## src/rtl/tbt_pkg.sv

```systemverilog
package tbt_pkg;

  // ****************************************
  // widths and counts
  // ****************************************
  localparam int unsigned TBT_CW    = 16;  // raw count width
  localparam int unsigned TBT_SW    = 17;  // signed signal width
  localparam int unsigned TBT_NFREQ = 3;   // sense frequencies in mfs mode

  // ****************************************
  // register byte offsets
  // ****************************************
  localparam logic [7:0] TBT_OFF_CTRL   = 8'h00;
  localparam logic [7:0] TBT_OFF_FINGER = 8'h04;
  localparam logic [7:0] TBT_OFF_HYST   = 8'h08;
  localparam logic [7:0] TBT_OFF_NOISE  = 8'h0c;
  localparam logic [7:0] TBT_OFF_NNOISE = 8'h10;
  localparam logic [7:0] TBT_OFF_LOWRST = 8'h14;
  localparam logic [7:0] TBT_OFF_DEBNC  = 8'h18;
  localparam logic [7:0] TBT_OFF_STATUS = 8'h1c;
  localparam logic [7:0] TBT_OFF_BASE   = 8'h20;
  localparam logic [7:0] TBT_OFF_SIGNAL = 8'h24;

  // ****************************************
  // control field positions
  // ****************************************
  localparam int unsigned TBT_CTRL_EN    = 0;
  localparam int unsigned TBT_CTRL_AUTO  = 1;
  localparam int unsigned TBT_CTRL_MFS   = 2;
  localparam int unsigned TBT_CTRL_SHLSB = 4;  // shift field, 3 bits

  // ****************************************
  // reset values
  // ****************************************
  localparam logic        TBT_RST_EN     = 1'b0;
  localparam logic        TBT_RST_AUTO   = 1'b0;
  localparam logic        TBT_RST_MFS    = 1'b0;
  localparam logic [2:0]  TBT_RST_SHIFT  = 3'h2;
  localparam logic [15:0] TBT_RST_FINGER = 16'h0050;
  localparam logic [15:0] TBT_RST_HYST   = 16'h000a;
  localparam logic [15:0] TBT_RST_NOISE  = 16'h0028;
  localparam logic [15:0] TBT_RST_NNOISE = 16'h0028;
  localparam logic [7:0]  TBT_RST_LOWRST = 8'h1e;
  localparam logic [7:0]  TBT_RST_DEBNC  = 8'h03;

  // ****************************************
  // state of the top module
  // ****************************************
  typedef struct packed {
    logic                  en;
    logic                  auto_rst;
    logic                  mfs;
    logic [2:0]            shift;
    logic [15:0]           finger;
    logic [15:0]           hyst;
    logic [15:0]           noise;
    logic [15:0]           nnoise;
    logic [7:0]            lowrst;
    logic [7:0]            debnc;
    logic                  pready;
    logic                  pslverr;
    logic [31:0]           prdata;
    logic [2:0][15:0]      bl;
    logic [2:0]            init;
    logic [2:0][7:0]       lowcnt;
    logic [2:0][16:0]      dsig;
    logic [1:0]            fsel;
    logic [7:0]            runcnt;
    logic                  on;
    logic [16:0]           sig_out;
    logic [15:0]           bl_out;
  } tbt_state_t;

  // recursive average step toward the raw count
  function automatic logic [15:0] tbt_lpf(input logic [15:0] bl,
                                          input logic [15:0] raw,
                                          input logic [2:0]  sh);
    logic signed [17:0] dif;
    logic signed [17:0] stp;
    dif = $signed({2'b00, raw}) - $signed({2'b00, bl});
    stp = dif >>> sh;
    return 16'(18'($signed({2'b00, bl}) + stp));
  endfunction

endpackage

```

## src/rtl/tbt_median3.sv

```systemverilog
// median of three signed difference counts
module tbt_median3 (
  // candidates
  input  wire logic signed [16:0] a,
  input  wire logic signed [16:0] b,
  input  wire logic signed [16:0] c,
  // result
  output logic signed [16:0]      m
);
  import tbt_pkg::*;

  // pick the one that is neither smallest nor largest
  always_comb begin
    // both orders tested so ties still land on the middle value
    if (((a >= b) && (a <= c)) || ((a <= b) && (a >= c))) begin
      m = a;
    end else if (((b >= a) && (b <= c)) || ((b <= a) && (b >= c))) begin
      m = b;
    end else begin
      m = c;
    end
  end

endmodule // tbt_median3

```

## src/rtl/tbt_onoff.sv

```systemverilog
// next touch state and run count from one signal value
module tbt_onoff (
  // current decision state
  input  wire logic signed [16:0] sig,
  input  wire logic [7:0]         run,
  input  wire logic               on,
  // thresholds
  input  wire logic [15:0]        finger,
  input  wire logic [15:0]        hyst,
  input  wire logic [7:0]         debnc,
  // next state
  output logic [7:0]              nxt_run,
  output logic                    nxt_on
);
  import tbt_pkg::*;

  logic signed [17:0] hi_lim;
  logic signed [17:0] lo_lim;
  logic signed [17:0] sig_x;

  // limits kept signed so a bad setting cannot wrap
  assign hi_lim = $signed({2'b00, finger}) + $signed({2'b00, hyst});
  assign lo_lim = $signed({2'b00, finger}) - $signed({2'b00, hyst});
  assign sig_x  = 18'(sig);

  always_comb begin
    nxt_run = run;
    nxt_on  = on;
    if (sig_x >= hi_lim) begin
      // saturate so a long touch does not wrap the run
      nxt_run = (run == 8'hff) ? run : run + 8'h01;
      if (nxt_run >= debnc) begin
        nxt_on = 1'b1;
      end                                    // else keeps its state
    end else if (sig_x <= lo_lim) begin
      nxt_run = 8'h00;
      nxt_on  = 1'b0;
    end else begin
      // inside the band: hold state, run must restart
      nxt_run = 8'h00;
    end
  end

endmodule // tbt_onoff

```

## src/rtl/tbt_top.sv

```systemverilog
// Operation
// - on after debounce scans above high limit
// - off when signal at or below low limit
// - stay off while run shorter than debounce
// - hold baseline when raw above noise band
// - freeze baseline on low raw counts
// - count low samples, then load raw count
// - first raw count initialises the baseline
// - no auto reset: update only inside band
// - auto reset: update whenever not low
// - mfs: one difference per each of three frequencies
// - mfs: median of three drives state decision
// - signal is raw count minus baseline
// - baseline is low-pass filtered raw count
//
// Our own choices: the APB slave port and the register offsets.
module tbt_top (
  // clock and reset
  input  wire logic        mclk,
  input  wire logic        rstn,
  // apb slave
  input  wire logic        psel,
  input  wire logic        penable,
  input  wire logic        pwrite,
  input  wire logic [7:0]  paddr,
  input  wire logic [31:0] pwdata,
  output logic [31:0]      prdata,
  output logic             pready,
  output logic             pslverr,
  // raw count source
  input  wire logic        raw_valid,
  input  wire logic [15:0] raw_count,
  output logic [1:0]       freq_sel,
  // results
  output logic             sensor_on,
  output logic [15:0]      baseline,
  output logic [16:0]      signal
);
  import tbt_pkg::*;

  // ****************************************
  // overview
  // ****************************************
  // each enabled raw sample is handled in the single cycle of its strobe:
  // the signal is taken against the baseline as it stood before the
  // sample, then the baseline of that frequency slot moves, freezes or
  // reloads, and the touch decision steps once per complete scan set.
  // without mfs every sample is its own set and uses slot zero only.
  // thresholds are plain unsigned counts; software must keep hysteresis
  // below the finger threshold and the noise band below the lower limit,
  // the logic does not police either setting.
  // the status word shows the slot zero low count only; other slots are
  // visible through their effect on the baseline.
  // mfs should be toggled only at a slot zero boundary, otherwise one
  // scan set mixes samples taken under two different modes.

  // ****************************************
  // state
  // ****************************************
  tbt_state_t st_ff;
  tbt_state_t nxt_st;

  // ****************************************
  // per-sample arithmetic
  // ****************************************
  logic               scan;
  logic [1:0]         k;
  logic [15:0]        bl_k;
  logic signed [17:0] dif;
  logic signed [16:0] dk;
  logic               low;
  logic               in_band;
  logic               decide;
  logic signed [16:0] med;
  logic signed [16:0] dec_sig;
  logic [7:0]         nxt_run;
  logic               nxt_on;

  // a sample only counts while the block is enabled
  assign scan = raw_valid & st_ff.en;
  // without mfs every sample belongs to slot zero
  assign k    = st_ff.mfs ? st_ff.fsel : 2'h0;
  assign bl_k = st_ff.bl[k];
  // 18 bits: two unsigned 16-bit counts cannot overflow the difference
  assign dif  = $signed({2'b00, raw_count}) - $signed({2'b00, bl_k});
  // the first sample sets the baseline, so its signal is zero
  assign dk   = st_ff.init[k] ? 17'(dif) : 17'sh0;
  // strict below the negative band, inclusive at the top of the band
  assign low  = dif < -$signed({2'b00, st_ff.nnoise});
  assign in_band = dif <= $signed({2'b00, st_ff.noise});
  // mfs decides once the third frequency has been scanned
  assign decide  = scan & (~st_ff.mfs | (st_ff.fsel == 2'h2));
  assign dec_sig = st_ff.mfs ? med : dk;

  // median across the three frequency slots
  // slot two is taken live, so the decision needs no extra cycle
  tbt_median3 u_med (
    .a (st_ff.dsig[0]),
    .b (st_ff.dsig[1]),
    .c (dk),
    .m (med)
  );

  // touch decision with hysteresis and debounce
  // fed the median in mfs, the plain slot zero signal otherwise
  tbt_onoff u_onoff (
    .sig     (dec_sig),
    .run     (st_ff.runcnt),
    .on      (st_ff.on),
    .finger  (st_ff.finger),
    .hyst    (st_ff.hyst),
    .debnc   (st_ff.debnc),
    .nxt_run (nxt_run),
    .nxt_on  (nxt_on)
  );

  // ****************************************
  // next state
  // ****************************************
  // one process: bus, baseline tracking and decision
  always_comb begin
    logic        acc;
    logic        hit;
    logic [31:0] rd;
    logic [7:0]  lc;
    acc = psel & penable;
    hit = 1'b1;
    rd  = 32'h0;
    lc  = 8'h0;
    nxt_st = st_ff;

    // ****************************************
    // register bus
    // ****************************************
    // bus: one wait state, data and error set in the first cycle;
    // the read word is captured one edge early so prdata comes
    // straight from a flop, at the cost of a fixed extra cycle
    nxt_st.pready  = acc & ~st_ff.pready;
    nxt_st.pslverr = 1'b0;
    if (paddr == TBT_OFF_CTRL) begin
      rd[TBT_CTRL_EN]   = st_ff.en;
      rd[TBT_CTRL_AUTO] = st_ff.auto_rst;
      rd[TBT_CTRL_MFS]  = st_ff.mfs;
      rd[TBT_CTRL_SHLSB +: 3] = st_ff.shift;
    end else if (paddr == TBT_OFF_FINGER) begin
      rd[15:0] = st_ff.finger;
    end else if (paddr == TBT_OFF_HYST) begin
      rd[15:0] = st_ff.hyst;
    end else if (paddr == TBT_OFF_NOISE) begin
      rd[15:0] = st_ff.noise;
    end else if (paddr == TBT_OFF_NNOISE) begin
      rd[15:0] = st_ff.nnoise;
    end else if (paddr == TBT_OFF_LOWRST) begin
      rd[7:0] = st_ff.lowrst;
    end else if (paddr == TBT_OFF_DEBNC) begin
      rd[7:0] = st_ff.debnc;
    end else if (paddr == TBT_OFF_STATUS) begin
      rd[0]    = st_ff.on;
      rd[3:1]  = st_ff.init;
      rd[5:4]  = st_ff.fsel;
      rd[15:8] = st_ff.runcnt;
      rd[23:16] = st_ff.lowcnt[0];
    end else if (paddr == TBT_OFF_BASE) begin
      rd[15:0] = st_ff.bl_out;
    end else if (paddr == TBT_OFF_SIGNAL) begin
      rd[16:0] = st_ff.sig_out;
    end else begin
      hit = 1'b0;
    end
    if (acc & ~st_ff.pready) begin
      nxt_st.prdata  = pwrite ? 32'h0 : rd;
      nxt_st.pslverr = ~hit;
    end

    // writes land on the completing edge; status words are read only
    // a write to an unmapped word only raises the error, nothing moves
    if (acc & st_ff.pready & pwrite) begin
      if (paddr == TBT_OFF_CTRL) begin
        nxt_st.en       = pwdata[TBT_CTRL_EN];
        nxt_st.auto_rst = pwdata[TBT_CTRL_AUTO];
        nxt_st.mfs      = pwdata[TBT_CTRL_MFS];
        nxt_st.shift    = pwdata[TBT_CTRL_SHLSB +: 3];
      end else if (paddr == TBT_OFF_FINGER) begin
        nxt_st.finger = pwdata[15:0];
      end else if (paddr == TBT_OFF_HYST) begin
        nxt_st.hyst = pwdata[15:0];
      end else if (paddr == TBT_OFF_NOISE) begin
        nxt_st.noise = pwdata[15:0];
      end else if (paddr == TBT_OFF_NNOISE) begin
        nxt_st.nnoise = pwdata[15:0];
      end else if (paddr == TBT_OFF_LOWRST) begin
        nxt_st.lowrst = pwdata[7:0];
      end else if (paddr == TBT_OFF_DEBNC) begin
        nxt_st.debnc = pwdata[7:0];
      end
    end

    // ****************************************
    // baseline tracking
    // ****************************************
    // baseline tracking for the slot of this sample;
    // a low run is counted per slot, so negative noise at one
    // frequency cannot reload the baseline of another
    if (scan) begin
      nxt_st.dsig[k] = dk;
      if (!st_ff.init[k]) begin
        // touch at startup is taken as baseline too
        nxt_st.bl[k]     = raw_count;
        nxt_st.init[k]   = 1'b1;
        nxt_st.lowcnt[k] = 8'h00;
      end else if (low) begin
        lc = (st_ff.lowcnt[k] == 8'hff) ? 8'hff
                                        : st_ff.lowcnt[k] + 8'h01;
        if (lc >= st_ff.lowrst) begin
          nxt_st.bl[k]     = raw_count;
          nxt_st.lowcnt[k] = 8'h00;
        end else begin
          nxt_st.lowcnt[k] = lc;
        end
      end else begin
        // a sample inside or above the band breaks the low run
        nxt_st.lowcnt[k] = 8'h00;
        if (st_ff.auto_rst | in_band) begin
          nxt_st.bl[k] = tbt_lpf(bl_k, raw_count, st_ff.shift);
        end
      end
      // step the sense frequency only in mfs mode
      if (st_ff.mfs) begin
        nxt_st.fsel = (st_ff.fsel == 2'h2) ? 2'h0 : st_ff.fsel + 2'h1;
      end else begin
        nxt_st.fsel = 2'h0;
      end
      nxt_st.bl_out = nxt_st.bl[k];
    end

    // ****************************************
    // touch decision
    // ****************************************
    // decision once per full scan set;
    // in mfs the run counts scan sets, not single samples
    if (decide) begin
      nxt_st.runcnt  = nxt_run;
      nxt_st.on      = nxt_on;
      nxt_st.sig_out = dec_sig;
    end

    // disabling restarts tracking from the next first sample;
    // baselines keep their old value but are reloaded on re-enable
    if (!st_ff.en) begin
      nxt_st.init   = 3'h0;
      nxt_st.lowcnt = '0;
      nxt_st.fsel   = 2'h0;
      nxt_st.runcnt = 8'h00;
      nxt_st.on     = 1'b0;
    end
  end

  // ****************************************
  // registers
  // ****************************************
  // single flop bank for all state
  // config resets to package values so software reads sane defaults
  always_ff @(posedge mclk or negedge rstn) begin
    if (!rstn) begin
      st_ff          <= '0;
      st_ff.en       <= TBT_RST_EN;
      st_ff.auto_rst <= TBT_RST_AUTO;
      st_ff.mfs      <= TBT_RST_MFS;
      st_ff.shift    <= TBT_RST_SHIFT;
      st_ff.finger   <= TBT_RST_FINGER;
      st_ff.hyst     <= TBT_RST_HYST;
      st_ff.noise    <= TBT_RST_NOISE;
      st_ff.nnoise   <= TBT_RST_NNOISE;
      st_ff.lowrst   <= TBT_RST_LOWRST;
      st_ff.debnc    <= TBT_RST_DEBNC;
    end else begin
      st_ff <= nxt_st;
    end
  end

  // ****************************************
  // outputs
  // ****************************************
  // outputs straight from the flop bank
  // no logic between flop and pin, so outputs cannot glitch
  assign prdata    = st_ff.prdata;
  assign pready    = st_ff.pready;
  assign pslverr   = st_ff.pslverr;
  assign freq_sel  = st_ff.fsel;
  assign sensor_on = st_ff.on;
  assign baseline  = st_ff.bl_out;
  assign signal    = st_ff.sig_out;

endmodule // tbt_top

```

## config.mk

```make
export PLATFORM = sky130hd
export DESIGN_NAME = tbt_top
export DESIGN_NICKNAME = d
export VERILOG_FILES = /design/src/rtl/tbt_pkg.sv /design/src/rtl/tbt_median3.sv /design/src/rtl/tbt_onoff.sv /design/src/rtl/tbt_top.sv
export SDC_FILE = /design/constraint.sdc
export NUM_CORES = 1
export LEC_CHECK = 0
export BUFFER_PORTS_ARGS = -buffer_cell sky130_fd_sc_hd__buf_4
export CORE_UTILIZATION = 56
export DETAILED_ROUTE_END_ITERATION = 8
export MAX_ROUTING_LAYER = met4
export PLACE_DENSITY = 0.82
export SLEW_MARGIN = 15
export SYNTH_ARGS = -nofsm -noshare
export SYNTH_HDL_FRONTEND = slang
export SYNTH_SLANG_ARGS = --single-unit
export TNS_END_PERCENT = 1
```

## constraint.sdc

```tcl
create_clock -name mclk -period 10.3 [get_ports mclk]
set_input_delay 1.03 -clock mclk [delete_from_list [all_inputs] [get_ports mclk]]
set_output_delay 1.03 -clock mclk [all_outputs]
set_load 0.005 [all_outputs]
```

Yosys cells after proc, flatten, opt, wreduce, memory -nomap -nowiden
Index checks and enable logic that the tools add are counted.
Word-level totals
  input port bits: 62
  register bits after elaboration: 290
Operators by class
  order comparisons: 16
  shifts and indexed selects: 1
  add/subtract/negate cells: 8
  reduce and logical (&&, ||, !) cells: 17
  bitwise operators: 20
  muxes and demuxes: 90
  equality and inequality tests: 17
Operators by type and width (count)
  17-bit two-way mux: 16
  48-bit two-way mux: 5
  16-bit two-way mux: 10
  17-bit <= comparator: 6
  48-bit bitwise mux: 2
  24-bit two-way mux: 4
  8-bit two-way mux: 11
  80-bit two-way mux: 1
  17-bit >= comparator: 4
  16-bit binary-select mux with 2-bit select: 2
  51-bit bitwise mux: 1
  17-bit demux with 2-bit select: 1
  16-bit by 16-bit subtractor with 17-bit output: 2
  33-bit two-way mux: 1
  16-bit demux with 2-bit select: 1
  8-bit by 5-bit equality test with 1-bit output, second input constant: 4
  27-bit two-way mux: 1
  26-bit two-way mux: 1
  24-bit AND: 1
  24-bit bitwise mux: 1
  24-bit NOT: 1
  17-bit by 18-bit >= comparator with 1-bit output: 1
  17-bit by 18-bit < comparator with 1-bit output: 1
  16-bit negator with 18-bit output: 1
  42 further kinds: 90

Longest topological paths before layout
  word-level depth: 22
  mapped depth: 43

Modules after synthesis
A second synthesis with hierarchy kept.
Unflattened totals
  cell total of the unflattened synthesis: 2684
  area total of the unflattened synthesis: 22537.9 µm²
Modules (own cells, without submodules)
  tbt_top: instances 1, sequential area each 6650.1 µm², cells each 2112, area an instance 18127.4 µm²
  tbt_onoff: instances 1, sequential area each 0.0 µm², cells each 352, area an instance 2681.3 µm²
  tbt_median3: instances 1, sequential area each 0.0 µm², cells each 220, area an instance 1729.2 µm²

Least setup slack after synthesis
Ideal clock, no wire load.
  path kind: flip-flop to flip-flop
  from: register st_ff (netlist bit freq_sel[1])
  to: register st_ff[38] (netlist name)
  period minus slack after synthesis: 8177 ps
  library setup time: 122 ps
  cell stages (with the launch flop): 41
  slack: 2123 ps
  arrival: 8055 ps
  required time: 10178 ps
  cells stage by stage: dfrtp_1 buf_4 o21ai_2 clkbuf_1 clkbuf_1 clkbuf_1 a22oi_1 ha_1 clkbuf_1 nand2_1 o21ai_1 nand3_1 o21ai_0 a21oi_1 nor2_1 o21ai_0 xnor2_1 nand2_1 (+5 left out) nor2b_1 a21oi_1 o31ai_1 clkbuf_1 nand3_1 o21ai_0 ha_1 a21oi_1 nor3_1 a211oi_1 o21ai_0 nand2_1 nand2_1 a21o_1 a21oi_1 o21ai_0 o211a_1 a32o_1
Between the ends
  longest elaborated chain between the ends: 15
  elaborated cells between the ends (all ways): 28
  classes of those cells: add/sub: 1; order compare: 5; eq/ne: 2; mux: 12; bitwise: 2; reduce/logical: 6
Ends and longest elaborated chain
  start, declared: RTL line tbt_top.sv:60  | tbt_state_t st_ff;
  start signal, assigned: RTL line tbt_top.sv:277  | st_ff <= nxt_st;
  2-bit two-way mux *: RTL line tbt_top.sv:82  | assign k = st_ff.mfs ? st_ff.fsel : 2'h0;
  16-bit binary-select mux with 2-bit select: RTL line tbt_top.sv:83  | assign bl_k = st_ff.bl[k];
  16-bit two-way mux (implied by the code): RTL line tbt_top.sv:83
  16-bit by 16-bit subtractor with 17-bit output: RTL line tbt_top.sv:85  | assign dif = $signed({2'b00, raw_count}) - $signed({2'b00, bl_k});
  17-bit two-way mux *: RTL line tbt_top.sv:87  | assign dk = st_ff.init[k] ? 17'(dif) : 17'sh0;
  17-bit <= comparator or 17-bit >= comparator (tied branches): RTL line tbt_median3.sv:17  | end else if (((b >= a) && (b <= c)) || ((b <= a) && (b >= c))) begin
  1-bit logical AND: RTL line tbt_median3.sv:17
  1-bit logical OR: RTL line tbt_median3.sv:17
  17-bit two-way mux: RTL line tbt_median3.sv:17
  17-bit two-way mux: RTL line tbt_median3.sv:15  | if (((a >= b) && (a <= c)) || ((a <= b) && (a >= c))) begin
  17-bit two-way mux *: RTL line tbt_top.sv:93  | assign dec_sig = st_ff.mfs ? med : dk;
  via dec_sig[1]: RTL line tbt_top.sv:75  | logic signed [16:0] dec_sig;
  17-bit by 18-bit >= comparator with 1-bit output *: RTL line tbt_onoff.sv:29  | if (sig_x >= hi_lim) begin
  8-bit two-way mux *: RTL line tbt_onoff.sv:29
  26-bit two-way mux *: RTL line tbt_top.sv:241  | if (decide) begin
  11-bit two-way mux *: RTL line tbt_top.sv:249  | if (!st_ff.en) begin
The timed path passes the listed nets; every way through them passes the cells marked *. The select of a mux whose other input is x is not followed.
A chain may end at the register's enable or synchronous reset.

Worst setup path in the final report
  from: register st_ff (netlist bit freq_sel[1])
  to: register st_ff[36] (netlist name)
Same word-level chain as after synthesis.

==> metrics.txt <==
Max IR drop VDD=148 uV; post-route setup TNS=0 ps; yosys synthesis warning count=0; highest clock rate=104 MHz; cells after synthesis=2556; Layout Utilization=62.4%; Post-synth EDFFs=0; R2R depth=36; fin cells=3098; worst reg-to-reg setup slack=720 ps; sequential-to-total area share from yosys stat=30.6%; # setup viols final=0; largest net degree at the start of global routing=183; H-tree lvl count=1; first-pass GRT wire length=115000 um; Post-CTS Hold Buffers=0; area of the multi-input gates=13700 um2; clock skew=27.9 ps; Async SR Flop Fraction=100%; minimum clock period=9580 ps; crit path capture type=flop; CP max stage delay=670 ps; P&R area growth vs syn=9.07%; Mapped Area=21700 um2; DR vias=20862; Core Area=37900 um2; WL/cell=24.2 um; CTS tree=built; r2r endpoint=st_ff[36]$_DFFE_PN0P_; Power Dens Cells=108 nW/um2; Longest Clk Path Bufs=3; post-synth top area cell=dfrtp_1; num ports=132; number of buffers created by CTS=31; dpl cells=3039; Synth cell types=100; Final Cycle Share=93.0%; vias in the first global route=19920; final hold viol count=0; initial antenna violation count=1; Avg Vias per Cell=6.73; chip height=199 um; Clk pin slew, worst setup/hold paths=60 ps; TritonCTS sink count=265; max cap viols=0; I/O Buffers=107; worst hold slack=412 ps; worst skew pair latency=590 ps; final net count=2821; type of the tightest min-delay check=input port to async pin; CP Data Arrival Time=10040 ps; Root Driver=clkbuf_16; commonest non-fill, non-tap cells in the layout=338 x nand2_1, 249 x dfrtp_1, 205 x o21ai_0, 193 x ha_1, 164 x a21oi_1; Yosys reg bits=265; Area after DPL=22700 um2; Placer Congestion=1.04; commonest non-fill, non-tap cell in the layout=nand2_1; Post-CTS Setup Inserts=0; crit-path max FO=12; Critical-path top delay cell=dfrtp_1; drt first pass iters=6; drt first-iter violations=2287; Synth area leaders=dfrtp_1 29%, ha_1 11%, nand2_1 5.9%, o21ai_0 4.7%, mux2_2 3.9%; status=completed; number of fill cells in the layout=3245; fin area=23700 um2; starting density of the core=57.3%; Main synth FF type=dfrtp_1; Routed WL=74800 um; reg2reg start=freq_sel[1]$_DFFE_PN0P_; CP Launch Type=flop; Die X=199 um; WP data required=10760 ps; row cnt=71; total congestion overflow=0; Lkg Pwr=0.0112 uW; Critical Path Most Common Cell=o21ai_0; hpwl dp=55200 um; Residual DRC=0; Post-Syn Area per Cell=8.50 um2; Pins Over Slew Limit=0; ANT nets after route=0; die area=39600 um2; RSZ-0062 raised after global routing=no; Max-slew headroom=20.4%; critical path class=flop to flop; layout cells sized above 1=13.3%; Seq. cell area=6650 um2; post-cts sizing count=0; GRT Total Usage=38.9%; Synth top area share=28.8%; worst slew pin tran=1190 ps
==> sequential cells by signal, summed over array words and instances (netlist names) <==
name,cells
st_ff,203
prdata,24
signal,17
baseline,16
freq_sel,2
pready,1
pslverr,1
sensor_on,1
==> cell families after synthesis <==
kind of cell	synth area share (%)
compound gates	25.6
xor+xnor	3.06
fa+ha+maj	11.5
buf+inv	7.01
flops	30.6
mux	6.36
other cells	0.0173
simple gates	15.8
==> stage by stage <==
step / setup WS [ps] / power [uW]
after floorplan: 2120 / 1290
after global placement: 1220 / 1440
after detailed placement: 1080 / 1440
after CTS: 1040 / 2550
after global routing: 311 / 2620
final: 716 / 2560
==> synth_stat cells, drive strengths merged, types with 52 or more instances <==
| cell type | n |
|---|---|
| nand2 | 340 |
| dfrtp | 250 |
| o21ai | 220 |
| ha | 193 |
| a21oi | 167 |
| nor2 | 153 |
| inv | 147 |
| clkbuf | 104 |
| buf | 84 |
| mux2 | 76 |
| a22o | 60 |
| xnor2 | 54 |
| a21o | 52 |
==> worst max-delay path by stage <==
stage	start	end	slack [ps]
2_1_floorplan	freq_sel[1]$_DFFE_PN0P_	st_ff[38]$_DFFE_PN0P_	2120
3_3_place_gp	freq_sel[1]$_DFFE_PN0P_	st_ff[39]$_DFFE_PN0P_	1220
3_5_place_dp	freq_sel[1]$_DFFE_PN0P_	st_ff[35]$_DFFE_PN0P_	1080
4_1_cts	freq_sel[1]$_DFFE_PN0P_	st_ff[35]$_DFFE_PN0P_	1040
5_1_grt	freq_sel[1]$_DFFE_PN0P_	st_ff[39]$_DFFE_PN0P_	310
6_report	freq_sel[1]$_DFFE_PN0P_	st_ff[36]$_DFFE_PN0P_	720
==> final cells by class <==
type                    count  area share [%]
diodes                      1          0.0106
clock buffers              49            3.86
clock inverters             8           0.423
inverters                 147            2.33
multi-input cells        1963            57.6
flip-flops and latches    265            28.1
well taps                 511            2.70
repair buffers            154            4.97
==> worst max-delay path, delay by kind of cell (launching register included) <==
family / cells / cell delay [ps]
AOI/OAI and AO/OA: 21 / 4630
and+or+nand+nor: 7 / 1600
adders and majority gates: 3 / 1240
DFF: 1 / 670
xor gates and xnor gates: 2 / 670
buffers and inverters: 3 / 630
==> metal layers <==
metal / GRT usage, % / vias up / share of wire [%]
met5: - / - / 0
met4: 25.6 / 0 / 7.6
met3: 6.75 / 330 / 10
met2: 56.7 / 1240 / 43
met1: 49.6 / 10032 / 39
li1: - / 9260 / -
==> power breakdown <==
| part | internal [uW] | switching [uW] | total [uW] |
|---|---|---|---|
| Combinational | 129 | 254 | 383 |
| Sequential | 1050 | 10.4 | 1060 |
| Clock | 654 | 461 | 1110 |
| Total | 1830 | 725 | 2560 |
Note: power is estimated with default switching activity, not from simulation.
